<file path="src/hw/dummy_never.sv">
`timescale 1ns/100ps
`default_nettype none
`default_nettype wire

</file>
<file path="src/hw/usb_gc_pkg.sv">
package usb_gc_pkg;

  // register addresses in special-function space
  localparam logic [7:0] ADDR_GLOBAL_CONTROL = 8'hbc;
  localparam logic [7:0] ADDR_INT_FLAGS      = 8'hbd;
  localparam logic [7:0] ADDR_FUNC_ADDRESS   = 8'hc6;
  localparam logic [7:0] ADDR_EP_SELECT      = 8'hc7;
  localparam logic [7:0] ADDR_FIFO_DATA      = 8'hcf;
  localparam logic [7:0] ADDR_COUNT_LOW      = 8'he2;
  localparam logic [7:0] ADDR_COUNT_HIGH     = 8'he3;

  // global control bit positions
  localparam int CTL_ENABLE     = 7;
  localparam int CTL_SUSP_CLK   = 6;
  localparam int CTL_SEND_WAKE  = 5;
  localparam int CTL_DETACH     = 4;
  localparam int CTL_UP_RESUME  = 3;
  localparam int CTL_WAKE_EN    = 2;
  localparam int CTL_CONFIGURED = 1;
  localparam int CTL_ADDR_EN    = 0;

  // interrupt flag bit positions
  localparam int INT_WAKEUP  = 5;
  localparam int INT_EOR     = 4;
  localparam int INT_SOF     = 3;
  localparam int INT_SUSPEND = 0;

  // function address register
  localparam int FA_ENABLE = 7;

  // reset values
  localparam logic [7:0] CTL_RESET   = 8'h00;
  localparam logic [7:0] FADDR_RESET = 8'h80;
  localparam logic [2:0] EPSEL_RESET = 3'h0;

  // sizes
  localparam int NUM_EP    = 8;
  localparam int EP_SEL_W  = 3;
  localparam int COUNT_W   = 11;
  localparam int TIMER_W   = 20;
  localparam int SE0_CNT_W = 9;

  // timing
  localparam int CLK_PERIOD_PS   = 10000;
  localparam int FS_BIT_PS       = 83333;
  localparam int RESET_SE0_BITS  = 32;
  localparam int SE0_CYCLES      = (RESET_SE0_BITS * FS_BIT_PS + CLK_PERIOD_PS - 1) / CLK_PERIOD_PS;
  localparam int CYCLES_PER_MS   = 1000000000 / CLK_PERIOD_PS;
  localparam int SUSPEND_MS      = 3;
  localparam int REMOTE_WAKE_MS  = 5;
  localparam int RESUME_DRIVE_MS = 10;
  localparam int SUSPEND_CYCLES  = SUSPEND_MS * CYCLES_PER_MS;
  localparam int WAKE_CYCLES     = REMOTE_WAKE_MS * CYCLES_PER_MS;
  localparam int RESUME_CYCLES   = RESUME_DRIVE_MS * CYCLES_PER_MS;

  typedef enum logic [1:0] {RS_IDLE, RS_WAIT, RS_DRIVE} resume_state_t;

endpackage

</file>
<file path="src/hw/usb_line_if.sv">
`timescale 1ns/100ps
`default_nettype none
interface usb_line_if;
  logic bus_reset;   // se0 held past reset length
  logic reset_end;   // pulse when such se0 ends
  logic suspend_hit; // pulse when idle reaches suspend length
  logic nonidle;     // line is not in j
  logic idle_5ms;    // line idle long enough for remote wake
  modport mon (output bus_reset, reset_end, suspend_hit, nonidle, idle_5ms);
  modport ctl (input bus_reset, reset_end, suspend_hit, nonidle, idle_5ms);
endinterface
`default_nettype wire

</file>
<file path="src/hw/line_state_monitor.sv">
`timescale 1ns/100ps
`default_nettype none
module line_state_monitor #(
  parameter int SUSP_CYCLES = usb_gc_pkg::SUSPEND_CYCLES,
  parameter int WAKE_CYCLES = usb_gc_pkg::WAKE_CYCLES
) (
  // clock and reset
  input  wire logic clk_sys,
  input  wire logic sys_rst,
  input  wire logic ce,
  // bus pins
  input  wire logic dp_pin,
  input  wire logic dm_pin,
  // line events
  usb_line_if.mon   lnk
);
  import usb_gc_pkg::*;

  logic                 dp_s1, dp_s2; // dp synchroniser
  logic                 dm_s1, dm_s2; // dm synchroniser
  logic [SE0_CNT_W-1:0] se0_cnt;      // se0 length
  logic [TIMER_W-1:0]   idle_cnt;     // j length, saturating
  logic                 se0;
  logic                 j_state;

  // pins are asynchronous to clk_sys
  always_ff @(posedge clk_sys) begin
    if (sys_rst) begin
      {dp_s1, dp_s2, dm_s1, dm_s2} <= 4'hc; // j idle, so no false se0 or activity after reset
    end else if (ce) begin
      dp_s1 <= dp_pin;
      dp_s2 <= dp_s1;
      dm_s1 <= dm_pin;
      dm_s2 <= dm_s1;
    end
  end

  assign se0     = ~dp_s2 & ~dm_s2;
  assign j_state = dp_s2 & ~dm_s2; // full-speed idle

  // bus reset: se0 held for 32 bit times; end pulse on release
  always_ff @(posedge clk_sys) begin
    if (sys_rst) begin
      se0_cnt       <= '0;
      lnk.bus_reset <= 1'b0;
      lnk.reset_end <= 1'b0;
    end else if (ce) begin
      if (!se0) begin
        se0_cnt       <= '0;
        lnk.bus_reset <= 1'b0;
        lnk.reset_end <= lnk.bus_reset;
      end else begin
        lnk.reset_end <= 1'b0;
        if (se0_cnt != SE0_CNT_W'(SE0_CYCLES)) begin
          se0_cnt <= se0_cnt + 1'b1;
        end else begin
          lnk.bus_reset <= 1'b1;
        end
      end
    end
  end

  // idle timer; saturates so the suspend pulse fires once per idle stretch
  always_ff @(posedge clk_sys) begin
    if (sys_rst) begin
      idle_cnt        <= '0;
      lnk.suspend_hit <= 1'b0;
      lnk.idle_5ms    <= 1'b0;
      lnk.nonidle     <= 1'b0;
    end else if (ce) begin
      lnk.nonidle     <= ~j_state;
      lnk.suspend_hit <= j_state && (idle_cnt == TIMER_W'(SUSP_CYCLES - 1));
      lnk.idle_5ms    <= j_state && (idle_cnt >= TIMER_W'(WAKE_CYCLES - 1));
      if (!j_state) begin
        idle_cnt <= '0;
      end else if (idle_cnt != TIMER_W'(WAKE_CYCLES)) begin
        idle_cnt <= idle_cnt + 1'b1;
      end
    end
  end

endmodule
`default_nettype wire

</file>
<file path="src/hw/usb_device_global_control.sv">
`timescale 1ns/100ps
`default_nettype none
//Contract
//- enable bit runs controller; clear resets, gates
//- suspend clock bit stops 48 MHz clock
//- remote wake sent only enabled, clocked, 5ms
//- detach floats pull-up pin, else driven high
//- resume flag set on request, cleared after
//- configured flag cleared by hardware or bus reset
//- address enable clear means answer address 0
//- bus activity in suspend sets wake flag
//- end of bus reset sets sticky flag
//- three millisecond idle sets suspend flag
//- data port pushes and pops selected FIFO
//- selected endpoint byte count in two registers
//- address enable answers zero, then stored address
module usb_device_global_control #(
  parameter int SUSPEND_CYCLES = usb_gc_pkg::SUSPEND_CYCLES,
  parameter int WAKE_CYCLES    = usb_gc_pkg::WAKE_CYCLES,
  parameter int RESUME_CYCLES  = usb_gc_pkg::RESUME_CYCLES
) (
  // clock, reset, enable
  input  wire logic                        clk_sys,
  input  wire logic                        sys_rst,
  input  wire logic                        ce,
  // special-function register port
  input  wire logic [7:0]                  sfr_addr,
  input  wire logic                        sfr_wr,
  input  wire logic                        sfr_rd,
  input  wire logic [7:0]                  sfr_wdata,
  output logic      [7:0]                  sfr_rdata,
  // bus line pins
  input  wire logic                        dp_pin,
  input  wire logic                        dm_pin,
  output logic                             vref_o,
  output logic                             vref_oe_n,
  output logic                             resume_k,
  // controller core events and interrupt enables
  input  wire logic                        sof_token,
  input  wire logic                        wakeup_irq_enable,
  input  wire logic                        end_of_reset_irq_enable,
  input  wire logic                        sof_irq_enable,
  input  wire logic                        suspend_irq_enable,
  output logic                             usb_irq,
  // endpoint FIFO port
  input  wire logic [7:0]                  fifo_rdata,
  input  wire logic [usb_gc_pkg::NUM_EP-1:0][usb_gc_pkg::COUNT_W-1:0] rx_count,
  output logic                             fifo_push,
  output logic                             fifo_pop,
  output logic      [7:0]                  fifo_byte,
  output logic      [usb_gc_pkg::EP_SEL_W-1:0] fifo_ep,
  // controller control
  output logic                             ctrl_rst,
  output logic                             xcvr_en,
  output logic                             clk48_en,
  output logic      [6:0]                  answer_addr,
  output logic                             function_enabled
);
  import usb_gc_pkg::*;
  usb_line_if lnk ();
  logic                controller_enable, suspend_clock_gate, send_remote_wakeup;
  logic                detach, remote_wakeup_enable, configured_flag, address_enable_flag;
  logic                upstream_resume_active;          // hardware owned
  logic                wakeup_flag, end_of_reset_flag;  // sticky events
  logic                start_of_frame_flag, suspend_flag;
  logic                suspended, wake_req;             // bus in suspend, fresh request
  logic [7:0]          function_address_register;       // enable + address
  logic [EP_SEL_W-1:0] selected_endpoint;
  logic [TIMER_W-1:0]  drive_cnt;
  resume_state_t       rs_state;
  logic [7:0]          ctl_view, int_view;
  logic [COUNT_W-1:0]  sel_count;
  // one decode for every write strobe and the FIFO pop; read data uses its own case
  function automatic logic hit(input logic strobe, input logic [7:0] a, input logic [7:0] off);
    hit = strobe && (a == off);
  endfunction
  line_state_monitor #(
    .SUSP_CYCLES (SUSPEND_CYCLES),
    .WAKE_CYCLES (WAKE_CYCLES)
  ) u_mon (
    .clk_sys (clk_sys),
    .sys_rst (sys_rst),
    .ce      (ce),
    .dp_pin  (dp_pin),
    .dm_pin  (dm_pin),
    .lnk     (lnk)
  );
  // request only on a fresh 0->1 write, so a bit left set does not retrigger
  assign wake_req = hit(sfr_wr, sfr_addr, ADDR_GLOBAL_CONTROL) && sfr_wdata[CTL_SEND_WAKE]
                    && !send_remote_wakeup && remote_wakeup_enable;
  assign sel_count = rx_count[selected_endpoint];
  // firmware-owned control bits
  always_ff @(posedge clk_sys) begin
    if (sys_rst) begin
      {controller_enable, suspend_clock_gate, send_remote_wakeup, detach} <= CTL_RESET[7:4];
      remote_wakeup_enable <= CTL_RESET[CTL_WAKE_EN];
    end else if (ce && hit(sfr_wr, sfr_addr, ADDR_GLOBAL_CONTROL)) begin
      controller_enable    <= sfr_wdata[CTL_ENABLE];
      suspend_clock_gate   <= sfr_wdata[CTL_SUSP_CLK];
      send_remote_wakeup   <= sfr_wdata[CTL_SEND_WAKE];
      detach               <= sfr_wdata[CTL_DETACH];
      remote_wakeup_enable <= sfr_wdata[CTL_WAKE_EN];
    end
  end
  // configured and address enable: hardware clear beats firmware write
  always_ff @(posedge clk_sys) begin
    if (sys_rst) begin
      configured_flag     <= CTL_RESET[CTL_CONFIGURED];
      address_enable_flag <= CTL_RESET[CTL_ADDR_EN];
    end else if (ce) begin
      if (lnk.bus_reset || !controller_enable) begin
        configured_flag     <= 1'b0;
        address_enable_flag <= 1'b0;
      end else if (hit(sfr_wr, sfr_addr, ADDR_GLOBAL_CONTROL)) begin
        configured_flag     <= sfr_wdata[CTL_CONFIGURED];
        address_enable_flag <= sfr_wdata[CTL_ADDR_EN];
      end
    end
  end
  // address and endpoint select registers
  always_ff @(posedge clk_sys) begin
    if (sys_rst) begin
      function_address_register <= FADDR_RESET;
      selected_endpoint         <= EPSEL_RESET;
    end else if (ce) begin
      if (hit(sfr_wr, sfr_addr, ADDR_FUNC_ADDRESS)) begin
        function_address_register <= sfr_wdata;
      end
      if (hit(sfr_wr, sfr_addr, ADDR_EP_SELECT)) begin
        selected_endpoint <= sfr_wdata[EP_SEL_W-1:0];
      end
    end
  end
  // upstream resume sequencer; waits until clocks run and bus idle 5 ms
  always_ff @(posedge clk_sys) begin
    if (sys_rst) begin
      rs_state               <= RS_IDLE;
      upstream_resume_active <= 1'b0;
      resume_k               <= 1'b0;
      drive_cnt              <= '0;
    end else if (ce) begin
      if (!controller_enable) begin
        rs_state               <= RS_IDLE;
        upstream_resume_active <= 1'b0;
        resume_k               <= 1'b0;
      end else begin
        case (rs_state)
          RS_IDLE: begin
            if (wake_req) begin
              upstream_resume_active <= 1'b1;
              rs_state               <= RS_WAIT;
            end
          end
          RS_WAIT: begin
            if (!suspend_clock_gate && lnk.idle_5ms) begin
              resume_k  <= 1'b1;
              drive_cnt <= '0;
              rs_state  <= RS_DRIVE;
            end
          end
          RS_DRIVE: begin
            drive_cnt <= drive_cnt + 1'b1;
            if (drive_cnt == TIMER_W'(RESUME_CYCLES - 1)) begin
              resume_k               <= 1'b0;
              upstream_resume_active <= 1'b0;
              rs_state               <= RS_IDLE;
            end
          end
          default: begin
            rs_state <= RS_IDLE;
          end
        endcase
      end
    end
  end
  // suspend state of the bus, left on any activity
  always_ff @(posedge clk_sys) begin
    if (sys_rst) begin
      suspended <= 1'b0;
    end else if (ce) begin
      if (lnk.suspend_hit) begin
        suspended <= 1'b1;
      end else if (lnk.nonidle) begin
        suspended <= 1'b0;
      end
    end
  end
  // sticky event flags: a zero write clears, a set in the same cycle wins
  always_ff @(posedge clk_sys) begin
    if (sys_rst || (ce && !controller_enable)) begin
      {wakeup_flag, end_of_reset_flag, start_of_frame_flag, suspend_flag} <= 4'h0;
    end else if (ce) begin
      if (hit(sfr_wr, sfr_addr, ADDR_INT_FLAGS)) begin
        wakeup_flag         <= wakeup_flag & sfr_wdata[INT_WAKEUP];
        end_of_reset_flag   <= end_of_reset_flag & sfr_wdata[INT_EOR];
        start_of_frame_flag <= start_of_frame_flag & sfr_wdata[INT_SOF];
        suspend_flag        <= suspend_flag & sfr_wdata[INT_SUSPEND];
      end
      // own resume drive is not bus activity from the host
      if (suspended && lnk.nonidle && !resume_k) begin
        wakeup_flag <= 1'b1;
      end
      if (lnk.reset_end) begin
        end_of_reset_flag <= 1'b1;
      end
      if (sof_token) begin
        start_of_frame_flag <= 1'b1;
      end
      if (lnk.suspend_hit) begin
        suspend_flag <= 1'b1;
      end
    end
  end
  assign ctl_view = {controller_enable, suspend_clock_gate, send_remote_wakeup, detach,
                     upstream_resume_active, remote_wakeup_enable, configured_flag,
                     address_enable_flag};
  assign int_view = {2'b00, wakeup_flag, end_of_reset_flag, start_of_frame_flag, 2'b00,
                     suspend_flag};
  // registered read data; unmapped addresses read zero
  always_ff @(posedge clk_sys) begin
    if (sys_rst) begin
      sfr_rdata <= 8'h00;
    end else if (ce && sfr_rd) begin
      case (sfr_addr)
        ADDR_GLOBAL_CONTROL: sfr_rdata <= ctl_view;
        ADDR_INT_FLAGS:      sfr_rdata <= int_view;
        ADDR_FUNC_ADDRESS:   sfr_rdata <= function_address_register;
        ADDR_EP_SELECT:      sfr_rdata <= {5'h00, selected_endpoint};
        ADDR_FIFO_DATA:      sfr_rdata <= fifo_rdata;
        ADDR_COUNT_LOW:      sfr_rdata <= sel_count[7:0];
        ADDR_COUNT_HIGH:     sfr_rdata <= {5'h00, sel_count[COUNT_W-1:8]};
        default:             sfr_rdata <= 8'h00;
      endcase
    end
  end
  // FIFO strobes toward the selected endpoint
  always_ff @(posedge clk_sys) begin
    if (sys_rst) begin
      fifo_push <= 1'b0;
      fifo_pop  <= 1'b0;
      fifo_byte <= 8'h00;
      fifo_ep   <= EPSEL_RESET;
    end else if (ce) begin
      fifo_push <= hit(sfr_wr, sfr_addr, ADDR_FIFO_DATA);
      fifo_pop  <= hit(sfr_rd, sfr_addr, ADDR_FIFO_DATA);
      fifo_byte <= sfr_wdata;
      fifo_ep   <= selected_endpoint;
    end
  end
  // controller control outputs; resume detection lives in the monitor, not gated
  always_ff @(posedge clk_sys) begin
    if (sys_rst) begin
      ctrl_rst         <= 1'b1;
      xcvr_en          <= 1'b0;
      clk48_en         <= 1'b0;
      vref_o           <= 1'b1;
      vref_oe_n        <= 1'b0;
      answer_addr      <= 7'h00;
      function_enabled <= 1'b0;
      usb_irq          <= 1'b0;
    end else if (ce) begin
      ctrl_rst         <= !controller_enable;
      xcvr_en          <= controller_enable;
      clk48_en         <= controller_enable && !suspend_clock_gate;
      vref_o           <= 1'b1;
      vref_oe_n        <= detach;
      answer_addr      <= address_enable_flag ? function_address_register[6:0] : 7'h00;
      function_enabled <= function_address_register[FA_ENABLE];
      usb_irq          <= (wakeup_flag && wakeup_irq_enable) ||
                          (end_of_reset_flag && end_of_reset_irq_enable) ||
                          (start_of_frame_flag && sof_irq_enable) ||
                          (suspend_flag && suspend_irq_enable);
    end
  end
endmodule
`default_nettype wire

</file>
<file path="config.mk">
export PLATFORM = sky130hd
export DESIGN_NAME = usb_device_global_control
export DESIGN_NICKNAME = d
export VERILOG_FILES = /design/src/hw/dummy_never.sv /design/src/hw/usb_gc_pkg.sv /design/src/hw/usb_line_if.sv /design/src/hw/line_state_monitor.sv /design/src/hw/usb_device_global_control.sv
export SDC_FILE = /design/constraint.sdc
export NUM_CORES = 1
export LEC_CHECK = 0
export ABC_CLOCK_PERIOD_IN_PS = 5080
export BUFFER_PORTS_ARGS = -buffer_cell sky130_fd_sc_hd__buf_2
export CORE_ASPECT_RATIO = 1.75
export CORE_MARGIN = 5
export CORE_UTILIZATION = 58
export DETAILED_ROUTE_END_ITERATION = 10
export GPL_TIMING_DRIVEN = 0
export PLACE_DENSITY = 0.84
export SYNTH_ARGS = -nofsm -noshare
export SYNTH_HDL_FRONTEND = slang
export SYNTH_HIERARCHICAL = 1
export SYNTH_SLANG_ARGS = --single-unit
</file>
<file path="constraint.sdc">
create_clock -name clk_sys -period 5.08 [get_ports clk_sys]
set_input_delay 1.016 -clock clk_sys [delete_from_list [all_inputs] [get_ports clk_sys]]
set_output_delay 1.016 -clock clk_sys [all_outputs]
set_load 0.1 [all_outputs]
</file>
==> results of run 1 <==
-- cells by family (layout without fill, tap and decap cells) --
kind of cell / count (synthesis) / after routing
AND/OR/NAND/NOR: 298 / 298
flip-flops: 119 / 119
AO/OA/AOI/OAI: 113 / 113
multiplexers: 71 / 71
buffers and inverters: 48 / 236
XOR/XNOR: 30 / 30
adder cells (fa/ha/maj): 4 / 4
other: 1 / 1
-- power groups by stage --
stage,registers [mW],clock network [mW],logic [mW]
after floorplan,1.02,0,0.0878
after global placement,0.972,0,0.220
after detailed placement,0.973,0,0.225
after CTS,0.953,1.31,0.227
after global routing,0.954,1.37,0.243
final,0.953,1.31,0.231
-- critical path, delay by kind of cell --
family,cells,cell delay (ns)
AO/OA/AOI/OAI,2,0.41
buffers and inverters,2,0.32
AND/OR/NAND/NOR,3,1.13
-- how the worst max path moves through the flow --
stage	end
6_report	wakeup_flag$_SDFFE_PP0P_
5_1_grt	wakeup_flag$_SDFFE_PP0P_
4_1_cts	wakeup_flag$_SDFFE_PP0P_
3_5_place_dp	end_of_reset_flag$_SDFFE_PP0P_
3_3_place_gp	suspend_flag$_SDFFE_PP0P_
2_1_floorplan	function_address_register[7]$_SDFFE_PP1P_
-- layout make-up --
| type | instances | area, um^2 | share of cell area, % |
|---|---|---|---|
| plain buffers | 36 | 166 | 2.11 |
| multi-input cells | 517 | 3700 | 47.0 |
| flip-flops and latches | 119 | 2380 | 30.2 |
| repair buffers | 156 | 781 | 9.90 |
| clock inverters | 13 | 203 | 2.57 |
| well taps | 130 | 163 | 2.06 |
| inverters | 12 | 45.0 | 0.571 |
| clock buffers | 19 | 443 | 5.62 |
-- state kept, by name, indices dropped and copies added (netlist names), 2 cells and up --
signal and flops:
rs_state 2, fifo_byte 8, drive_cnt 20, sfr_rdata 8, u_mon/idle_cnt 20, function_address_register 8, fifo_ep 3, selected_endpoint 3
answer_addr 7, u_mon/se0_cnt 9
-- layer usage --
| metal | up-vias | GRT usage (%) |
|---|---|---|
| li1 | 2862 | - |
| met3 | 119 | 11.0 |
| met4 | 2 | 22.0 |
| met1 | 2999 | 28.0 |
| met5 | - | 0 |
| met2 | 409 | 56.1 |
-- layout by cell type, fill, tap and decap left out, drive strengths merged, types with 7 or more instances in the layout --
cell / instances
or4: 7
buf: 175
a211oi: 8
dfxtp: 119
nand3: 30
mux4: 22
nor3: 19
nor4: 7
nand2: 58
or3: 7
o21ai: 15
mux2: 8
a21oi: 38
nand4: 17
nor2: 91
mux2i: 41
nor2b: 12
xnor2: 16
nand2b: 9
xor2: 14
and4: 7
inv: 12
clkbuf: 36
==> summary.txt, run 1 <==
Routing
  – DR WL met2: between 10000 and 15000 um
  – DR top layer: met5
  – Drt total wl: 20600 um
  – DR vias/cell: 6.38
  – First-pass DRT Iterations: 6
  – DRT iter0 DRCs: between 500 and 600
  – DRC Markers: 0
  – Routed length per instance: slightly above 20 um
  – Via count: between 6000 and 7000
  – WL met3: a little under 2000 um
  – Met1 WL: between 6000 and 7000 um
  – ANT nets after route: 0

CTS
  – Clock sinks: about 120
  – CTS resizes: 0
  – H-tree depth: 4
  – CTS tree: done
  – Insertion delay to the later sink of the worst-skew pair: 0.42 ns
  – Reg clk slew, reported paths: approximately 0.05 ns
  – Hold_buf cts: 0
  – Clock buffer count from CTS: 17
  – Root Driver: clkbuf_16
  – Setup repair bufs after CTS: 0
  – Clock tree buffer depth: 2

STA
  – Hold Slack: between 0.4 and 0.5 ns
  – Period utilisation layout: 51.0%
  – Slew HR: a little under a third
  – RSZ-0062 raised after global routing: no
  – Fin. Hold Viols: 0
  – Setup TNS: 0 ns
  – Fmax: 0.386 GHz
  – Worst-Margin Slew: ~1.0 ns
  – Post-route setup slack: approximately 2.5 ns
  – Final Max Tran Viols: 0
  – Clk_skew: ~0.0056 ns
  – Setup-failing EPs final: 0
  – Tmin final: between 2 and 3 ns

Logic synthesis
  – Mux cell area share after synthesis: 15.8%
  – #FFs+latches synth: ~120
  – Synth Area in Compound Gates: between 10% and 20%
  – Synthesized area per cell: between 9 and 10 um^2
  – Post-Syn Area: around 0.0063 mm^2
  – Post-synthesis xor/xnor area fraction: under 10%
  – Area contributors post-synth: dfxtp_1 (38%), mux4_2 (7.9%), mux2i_1 (6.5%)
  – Syn Inst Count: approximately 680
  – Adder-cell share of the synthesized area: less than 1%
  – Post-synth EDFFs: 0
  – Most common cell in the synthesized netlist: dfxtp_1
  – Unique masters post-synth: a little over 70
  – Primary FF master, synth: dfxtp_1
  – Syn nets: around 800
  – Post-synth top area cell: dfxtp_1
  – Ys async rst share: 0%
  – Yosys top cell area share: around 38%
  – Simple-gate area share of the yosys netlist: 25.6%
  – Post-synth top cells: dfxtp_1 (119), nor2_1 (91), nand2_1 (58)
  – Seq/Total Area, Yosys: a little under two fifths
  – Largest family of logic cells by synthesized area: simple AND/OR/NAND/NOR gates
  – Synth warn: 6

Placement
  – Area after DPL: 0.00724 mm^2
  – GPL Wtd Cong: 0.928
  – Pre-CTS setup slack: about 2.3 ns
  – Port Buffers: around 160
  – Dpl hpwl: approximately 15000 um
  – Placed cell count: 970

Cells and area
  – Final net count: 987
  – Final std cells w/o fill: ~1000
  – Fillers: 770
  – P&R area growth vs syn: 25.2%
  – Ant. Diodes: 0
  – Layout cells sized above 1: between 20% and 30%
  – Design Area, Final: 0.00789 mm^2
  – Final core occ: roughly 74%

Global route
  – Initial antenna violation count: 2
  – Largest net degree at the start of global routing: 17
  – GR Overflow Total: 0
  – Vias in the first global route: approximately 6700
  – Global-route wire length before repair: between 30000 and 40000 um
  – All-Layer GR Usage: 31.4%

Worst setup path
  – Crit path launch: sfr_addr[3]
  – Critical path data arrival time: approximately 2.9 ns
  – CP Data Required Time: 5.37 ns
  – Worst reg2reg startpoint: selected_endpoint[1]$_SDFFE_PP0P_
  – Worst path slowest cell: nor3_1
  – Startpoint types: primary input
  – R2R Setup Slk: 3.01 ns
  – CP Class: in -> reg
  – R2R Path End: sfr_rdata[0]$_SDFFE_PP0P_
  – Slowest Stage Delay on Critical Path: 0.66 ns
  – Critical path cell sequence: buf_2, buf_6, nand4b_1, nor3_1, nand4_1, o21ai_0, a21oi_1
  – CP endpoint kind: flop
  – Worst reg-to-reg path cell count: 7
  – Critical-path maximum fanout: 10

Floorplan
  – Core footprint: approximately 0.011 mm^2
  – Die X: approximately 89 um
  – Die height: ~150 um
  – Initial core utilization: about three fifths
  – Row count: 50
  – Area of the die: about 0.013 mm^2
  – I/O pin cnt: 160

Hold path
  – Hold path depth: 2
  – Hold worst-path end: sfr_rdata[0]$_SDFFE_PP0P_
  – HP Start: sfr_rdata[0]$_SDFFE_PP0P_
  – Hold Crit Class: reg -> reg

Pwr
  – Sw Pwr: between 500 and 600 uW
  – Power per Cell Area: around 320 mW/mm^2
  – Combinational power share: 9.3%
  – Clock share of power: around 53%
  – Final Power: around 2.5 mW
  – Int Pwr: around 1.9 mW
  – VDD IR-drop max: between 0.0002 and 0.0003 V
  – Sw frac: a little under a quarter
  – Leakage: around 3.0 nW
  – Flop pwr share: 38.3%

Status
  – Status: finished clean

Job
  – Max Cap Viol: 0
Power figures use the tool's default switching activity.
==> run 2: changes to the inputs <==
--- a/config.mk
+++ b/config.mk
@@ -5,14 +5,14 @@
 export SDC_FILE = /design/constraint.sdc
 export NUM_CORES = 1
 export LEC_CHECK = 0
-export ABC_CLOCK_PERIOD_IN_PS = 5080
+export ABC_CLOCK_PERIOD_IN_PS = 2100
 export BUFFER_PORTS_ARGS = -buffer_cell sky130_fd_sc_hd__buf_2
 export CORE_ASPECT_RATIO = 1.75
 export CORE_MARGIN = 5
-export CORE_UTILIZATION = 58
+export CORE_UTILIZATION = 48
 export DETAILED_ROUTE_END_ITERATION = 10
 export GPL_TIMING_DRIVEN = 0
-export PLACE_DENSITY = 0.84
+export PLACE_DENSITY = 0.74
 export SYNTH_ARGS = -nofsm -noshare
 export SYNTH_HDL_FRONTEND = slang
 export SYNTH_HIERARCHICAL = 1
==> constraint.sdc (replaced) <==
create_clock -name clk_sys -period 2.1 [get_ports clk_sys]
set_input_delay 0.42 -clock clk_sys [delete_from_list [all_inputs] [get_ports clk_sys]]
set_output_delay 0.42 -clock clk_sys [all_outputs]
set_load 0.1 [all_outputs]
==> run 2 against run 1 <==
Compared with the run above:
- core utilization shrank 12 points
- critical path type unchanged
- count of clock-buffer cells in the layout grew 4
- sequential power grew 140%
- die area grew 19%
- clock power grew 150%
==> summary.txt, run 2 (synthesis results as in run 1) <==
Status
  – Status: finished clean

STA
  – Tmin final: slightly below 2 ns
  – Fin. Hold Viols: 0 (unchanged)
  – Worst-Margin Slew: 0.976 ns (-0.0504 ns)
  – Period utilisation layout: 92.3%
  – Slew HR: 34.5% (+3.4 points)
  – Final Max Tran Viols: 0 (unchanged)
  – Setup-failing EPs final: 0 (unchanged)
  – Clk_skew: 0.00783 ns (+0.00221 ns)
  – RSZ-0062 raised after global routing: no
  – Fmax: approximately 0.52 GHz
  – Setup TNS: 0 ns (unchanged)

Hold path
  – HP Start: dp_pin
  – Hold path depth: 2 (unchanged)
  – Hold worst-path end: u_mon/dp_s1$_SDFFE_PP1P_
  – Hold Crit Class: in -> reg

Floorplan
  – Initial core utilization: 48.7% (-10 points)
  – Row count: 55 (+10%)
  – Die X: 96.6 um (+8.8%)
  – Core footprint: 0.0129 mm^2 (+21%)
  – I/O pin cnt: 160 (unchanged)
  – Die height: 162 um (+9.3%)
  – Area of the die: 0.0156 mm^2 (+19%)

Routing
  – DR WL met2: 10100 um (-5.0%)
  – Met1 WL: 6480 um (+0.84%)
  – DR top layer: met4
  – WL met3: 1550 um (-21%)
  – DRC Markers: 0 (unchanged)
  – First-pass DRT Iterations: 7 (+1)
  – Drt total wl: 19000 um (-8.1%)
  – ANT nets after route: 0 (unchanged)
  – DRT iter0 DRCs: 459 (-12%)
  – Via count: 6056 (-5.2%)
  – Routed length per instance: 18.2 um (-12%)
  – DR vias/cell: 5.81 (-8.9%)

Global route
  – GR Overflow Total: 0 (unchanged)
  – Initial antenna violation count: 0 (-2)
  – Largest net degree at the start of global routing: 17 (unchanged)
  – Global-route wire length before repair: 29300 um (-8.2%)
  – All-Layer GR Usage: 24.2% (-7.2 points)
  – Vias in the first global route: 6100 (-8.9%)

CTS
  – Clock sinks: 119 (unchanged)
  – CTS tree: done
  – Insertion delay to the later sink of the worst-skew pair: 0.41 ns (about the same)
  – H-tree depth: 4 (unchanged)
  – Reg clk slew, reported paths: 0.05 ns (about the same)
  – Clock tree buffer depth: 2 (unchanged)
  – Hold_buf cts: 0 (unchanged)
  – Clock buffer count from CTS: 17 (unchanged)
  – Root Driver: clkbuf_16

Worst setup path
  – Critical path data arrival time: 2.23 ns (-0.65 ns)
  – Crit-path leading delay family: simple AND/OR/NAND/NOR gates
  – R2R Setup Slk: 0.16 ns (-2.85 ns)
  – Slowest Stage Delay on Critical Path: 0.65 ns (about the same)
  – CP endpoint kind: flop
  – Worst reg-to-reg path cell count: 7 (unchanged)
  – Critical-path maximum fanout: 10 (unchanged)
  – CP Data Required Time: 2.39 ns (-2.98 ns)
  – Startpoint types: primary input
  – WP buf/inv: 2 (unchanged)
  – R2R Path End: sfr_rdata[6]$_SDFFE_PP0P_
  – Worst reg2reg startpoint: selected_endpoint[0]$_SDFFE_PP0P_
  – Critical path cell sequence: buf_2, buf_6, nand4b_1, nor3_1, nand4_1, o21ai_0, a21oi_1
  – CP Class: in -> reg
  – Worst path slowest cell: nor3_1

Cells and area
  – Fillers: 1156 (+50%)
  – Footprint of the multi-input gates: 0.00370 mm^2 (unchanged)
  – Most common cell after layout, fill and taps aside: buf_2
  – P&R area growth vs syn: 26.4%
  – Most frequent cells in the layout: buf_2 (163), dfxtp_1 (119), nor2_1 (91)
  – Ant. Diodes: 0 (unchanged)
  – Layout cells sized above 1: 28.8% (+0.15 points)
  – Storage element area: 0.00238 mm^2 (unchanged)
  – Top Registers: drive_cnt (20), u_mon/idle_cnt (20), u_mon/se0_cnt (9)
  – Final net count: 987 (unchanged)

Placement
  – Dpl hpwl: 14600 um (-5.4%)
  – Port Buffers: 156 (unchanged)
  – GPL Wtd Cong: 0.897 (-3.4%)

Pwr
  – Final Power: 6.06 mW (+140%)
  – Leakage: 3.04 nW (+0.57%)
  – VDD IR-drop max: 0.000558 V (+88%)
  – Power per Cell Area: 761 mW/mm^2 (+140%)

Job
  – Max Cap Viol: 0 (unchanged)
-- run 2: power by group --
part / switching (mW) / internal (mW)
clock: 0.993 / 2.22
sequential: 0.0180 / 2.29
combinational: 0.342 / 0.197
total: 1.35 / 4.71
-- run 2: metal layers --
layer	GRT usage, %	up-vias
li1	-	2870
met1	23.2	2880
met2	45.5	250
met3	5.36	56
met4	13.5	0
met5	0	-
-- run 2: how the worst max path moves through the flow --
| stage | startpoint | end | slack [ns] | depth (start not counted) |
|---|---|---|---|---|
| 2_1_floorplan | selected_endpoint[0]$_SDFFE_PP0P_ | sfr_rdata[0]$_SDFFE_PP0P_ | 0.31 | 7 |
| 3_3_place_gp | sfr_addr[3] | wakeup_flag$_SDFFE_PP0P_ | -0.13 | 7 |
| 3_5_place_dp | sfr_addr[3] | end_of_reset_flag$_SDFFE_PP0P_ | -0.16 | 7 |
| 4_1_cts | selected_endpoint[0]$_SDFFE_PP0P_ | sfr_rdata[6]$_SDFFE_PP0P_ | 0.01 | 7 |
| 5_1_grt | selected_endpoint[0]$_SDFFE_PP0P_ | sfr_rdata[6]$_SDFFE_PP0P_ | 0.001 | 7 |
| 6_report | sfr_addr[3] | suspend_flag$_SDFFE_PP0P_ | 0.16 | 7 |
-- run 2: layout make-up --
class                   count  share of cell area (%)
well taps                 171                    2.69
flip-flops and latches    119                    29.9
clock inverters             8                    2.11
multi-input cells         517                    46.5
inverters                  12                   0.566
plain buffers              36                    2.25
repair buffers            156                    9.81
clock buffers              23                    6.13
-- run 2: timing repair --
item / in CTS / in global routing
hold endpoints to repair: 0 / 0
cloned: 0 / 0
setup endpoints to repair: 1 / 4
gates resized for setup: 2 / 5
buffers inserted: 0 / 0
-- run 2: per-stage QoR --
| stage | cell area (um^2) | std cells | hold slack (ns) | utilization (%) | setup WS, ns |
|---|---|---|---|---|---|
| finish | 7960 | 1042 | 0.215 | 61.5 | 0.162 |
| global route | 7960 | 1042 | 0.219 | 61.5 | 0.00139 |
| CTS | 7950 | 1042 | 0.208 | 61.5 | 0.0115 |
| detailed placement | 7290 | 1011 | 0.438 | 56.4 | -0.159 |
| global placement | 7290 | 1011 | 0.435 | 56.4 | -0.128 |
| floorplan | 6300 | 684 | 0.431 | - | 0.308 |
-- run 2: worst reg2reg max path, cell delays in order, from the launching register on --
cell and delay, ns:
dfxtp_1 0.30, buf_4 0.17, buf_4 0.25, mux4_2 0.54
mux2i_1 0.19, nor2_1 0.08, a211oi_1 0.20, nor3_1 0.07
==> run 3: changes to the inputs <==
--- a/config.mk
+++ b/config.mk
@@ -5,14 +5,15 @@
 export SDC_FILE = /design/constraint.sdc
 export NUM_CORES = 1
 export LEC_CHECK = 0
-export ABC_CLOCK_PERIOD_IN_PS = 2100
+export ABC_CLOCK_PERIOD_IN_PS = 2190
 export BUFFER_PORTS_ARGS = -buffer_cell sky130_fd_sc_hd__buf_2
 export CORE_ASPECT_RATIO = 1.75
 export CORE_MARGIN = 5
-export CORE_UTILIZATION = 48
+export CORE_UTILIZATION = 54
+export CTS_BUF_LIST = sky130_fd_sc_hd__clkbuf_8 sky130_fd_sc_hd__clkbuf_16
 export DETAILED_ROUTE_END_ITERATION = 10
 export GPL_TIMING_DRIVEN = 0
-export PLACE_DENSITY = 0.74
+export PLACE_DENSITY = 0.79
 export SYNTH_ARGS = -nofsm -noshare
 export SYNTH_HDL_FRONTEND = slang
 export SYNTH_HIERARCHICAL = 1
==> constraint.sdc (replaced) <==
create_clock -name clk_sys -period 2.19 [get_ports clk_sys]
set_input_delay 0.438 -clock clk_sys [delete_from_list [all_inputs] [get_ports clk_sys]]
set_output_delay 0.438 -clock clk_sys [all_outputs]
set_load 0.1 [all_outputs]
==> run 3 against run 2 <==
Compared with the run above:
- final area is 1.3% lower
- flip-flop and latch count stayed put
- hold slack better by 0.026 ns
- critical path type is now reg -> reg
- largest cell class unchanged
==> summary.txt, run 3 (synthesis results as in run 1) <==
Status
  – Status: finished clean

Floorplan
  – Row count: 52 (-5.5%)
  – Area of the die: 0.0140 mm^2 (-10%)
  – Die height: 153 um (-5.4%)
  – Die X: 91.6 um (-5.1%)
  – Initial core utilization: 54.7% (+6.0 points)
  – Core footprint: 0.0115 mm^2 (-11%)
  – I/O pin cnt: 160 (unchanged)

Worst setup path
  – Worst reg2reg startpoint: selected_endpoint[1]$_SDFFE_PP0P_
  – Slowest Stage Delay on Critical Path: 0.50 ns (-0.15 ns)
  – Crit-path leading delay family: buffers and inverters
  – Worst path slowest cell: buf_1
  – Worst reg-to-reg path cell count: 7 (unchanged)
  – CP Class: reg -> reg
  – Critical-path maximum fanout: 10 (unchanged)
  – Critical path data arrival time: 2.44 ns (+0.21 ns)
  – CP Data Required Time: 2.49 ns (+0.10 ns)
  – R2R Path End: sfr_rdata[0]$_SDFFE_PP0P_
  – R2R Setup Slk: 0.05 ns (-0.11 ns)
  – Critical path cell sequence: buf_2, buf_1, mux4_2, mux2i_1, nor2_1, nor3_1, o21ai_1
  – Startpoint types: flop
  – WP buf/inv: 2 (unchanged)
  – CP endpoint kind: flop

STA
  – Post-route setup slack: 0.0486 ns (-0.114 ns)
  – Worst-Margin Slew: 1.11 ns (+0.137 ns)
  – Slew HR: 25.2% (-9.2 points)
  – Clk_skew: 0.0114 ns (+0.00355 ns)
  – RSZ-0062 raised after global routing: no
  – Setup TNS: 0 ns (unchanged)
  – Setup-failing EPs final: 0 (unchanged)
  – Period utilisation layout: between 90% and 100%
  – Final Max Tran Viols: 0 (unchanged)
  – Fin. Hold Viols: 0 (unchanged)
  – Fmax: approximately 0.47 GHz
  – Tmin final: between 2 and 2.5 ns

CTS
  – Clock tree buffer depth: 2 (unchanged)
  – H-tree depth: 4 (unchanged)
  – Hold_buf cts: 0 (unchanged)
  – Setup repair bufs after CTS: 0 (unchanged)
  – Root Driver: clkbuf_16
  – Insertion delay to the later sink of the worst-skew pair: 0.41 ns (about the same)
  – Clock sinks: 119 (unchanged)
  – CTS tree: done
  – Reg clk slew, reported paths: 0.06 ns (about the same)
  – CTS resizes: 0 (-2)
  – Clock buffer count from CTS: 17 (unchanged)

Placement
  – Pre-CTS setup slack: -0.0360 ns (+0.123 ns)
  – GPL Wtd Cong: 0.893 (-0.36%)
  – Area after DPL: 0.00725 mm^2 (-0.62%)
  – Port Buffers: 156 (unchanged)
  – Dpl hpwl: 15700 um (+7.6%)

Global route
  – Largest net degree at the start of global routing: 17 (unchanged)
  – All-Layer GR Usage: 28.6% (+4.4 points)
  – Global-route wire length before repair: 31700 um (+8.2%)
  – Vias in the first global route: 6333 (+3.8%)
  – GR Overflow Total: 0 (unchanged)
  – Initial antenna violation count: 2 (+2)

Hold path
  – HP Start: dp_pin
  – Hold path depth: 2 (unchanged)
  – Hold worst-path end: u_mon/dp_s1$_SDFFE_PP1P_
  – Hold Crit Class: in -> reg

Pwr
  – VDD IR-drop max: 0.000683 V (+22%)
  – Sw frac: 24.7% (+2.3 points)
  – Combinational power share: 9.5% (+0.6 points)
  – Leakage: 2.99 nW (-1.5%)
  – Int Pwr: 4.17 mW (-11%)
  – Sw Pwr: 1.37 mW (+0.92%)
  – Clock share of power: 50.6% (-2.4 points)
  – Power per Cell Area: 705 mW/mm^2 (-7.4%)
  – Flop pwr share: 39.9% (+1.8 points)

Cells and area
  – P&R area growth vs syn: 24.8%
  – Design Area, Final: 0.00786 mm^2 (-1.3%)
  – Most common cell after layout, fill and taps aside: buf_2
  – Most frequent cells in the layout: buf_2 (165), dfxtp_1 (119), nor2_1 (91)
  – Top Registers: drive_cnt (20), u_mon/idle_cnt (20), u_mon/se0_cnt (9)
  – Layout cells sized above 1: 28.7% (-0.15 points)
  – Final core occ: 68.2% (+6.7 points)
  – Fillers: 918 (-21%)
  – Final net count: 987 (unchanged)

Routing
  – Via count: 6173 (+1.9%)
  – Drt total wl: 20100 um (+5.7%)
  – DRC Markers: 0 (unchanged)
  – ANT nets after route: 0 (unchanged)
  – DR vias/cell: 6.12 (+5.3%)
  – Routed length per instance: 19.9 um (+9.1%)
  – DRT iter0 DRCs: 334 (-27%)
  – First-pass DRT Iterations: 5 (-2)

Job
  – Max Cap Viol: 0 (unchanged)
run 3: changes by cell type in the layout (fill, tap and decap cells not counted):
cell	before	now
buf_2	163	165
diode_2	0	2
inv_1	12	13
clkinv_4	0	2
clkinvlp_4	1	5
bufinv_16	5	2
clkinv_2	2	1
clkbuf_1	17	16
clkbuf_2	4	1
buf_6	2	1
buf_4	4	3
buf_1	4	6
run 3: cell type report:
class                      count  area (um^2)  area share (%)
antenna                        2         5.00          0.0637
tap                          135          169            2.15
clock inverter                11          124            1.58
inverter                      12         45.0           0.573
sequential                   119         2380            30.3
clock buffer                  21          480            6.11
multi-input combinational    517         3700            47.1
buffer                        36          166            2.12
timing repair buffer         156          781            9.94
run 3: worst register-to-register path, cell delays in order, from the launching register on:
cell and delay (ns):
dfxtp_1 0.31, buf_2 0.18, buf_1 0.50, mux4_2 0.40, mux2i_1 0.28, nor2_1 0.09
nor3_1 0.17, o21ai_1 0.09
run 3: power by group through the flow:
| stage | Sequential (mW) | Clock [mW] | Combinational (mW) |
|---|---|---|---|
| after floorplan | 2.36 | 0 | 0.204 |
| after global placement | 2.26 | 0 | 0.511 |
| after global routing | 2.21 | 2.93 | 0.561 |
| after detailed placement | 2.26 | 0 | 0.521 |
| final | 2.21 | 2.80 | 0.525 |
| after CTS | 2.21 | 2.82 | 0.523 |
run 3: routing by layer:
metal | routed length [um] | track usage, % | vias to the layer above
met5 | 0 | 0 | -
met4 | 1100 | 18.2 | 0
met3 | 1460 | 8.46 | 71
met2 | 10900 | 54.1 | 307
met1 | 6610 | 25.5 | 2921
li1 | - | - | 2874
run 3: worst max-delay path by stage:
| stage | from | end | cells after the start |
|---|---|---|---|
| after CTS | selected_endpoint[1]$_SDFFE_PP0P_ | sfr_rdata[0]$_SDFFE_PP0P_ | 7 |
| after detailed placement | sfr_addr[4] | sfr_rdata[5]$_SDFFE_PP0P_ | 5 |
| after global placement | sfr_addr[3] | end_of_reset_flag$_SDFFE_PP0P_ | 7 |
| after global routing | selected_endpoint[0]$_SDFFE_PP0P_ | sfr_rdata[7]$_SDFFE_PP0P_ | 7 |
| final | selected_endpoint[1]$_SDFFE_PP0P_ | sfr_rdata[0]$_SDFFE_PP0P_ | 7 |
| after floorplan | selected_endpoint[0]$_SDFFE_PP0P_ | sfr_rdata[0]$_SDFFE_PP0P_ | 7 |
run 3: per-stage QoR:
step	instances	total power, mW	hold WS [ns]
2_1_floorplan	684	2.56	0.431
3_3_place_gp	975	2.77	0.442
3_5_place_dp	975	2.78	0.455
4_1_cts	1007	5.56	0.232
5_1_grt	1008	5.71	0.242
6_report	1009	5.54	0.241
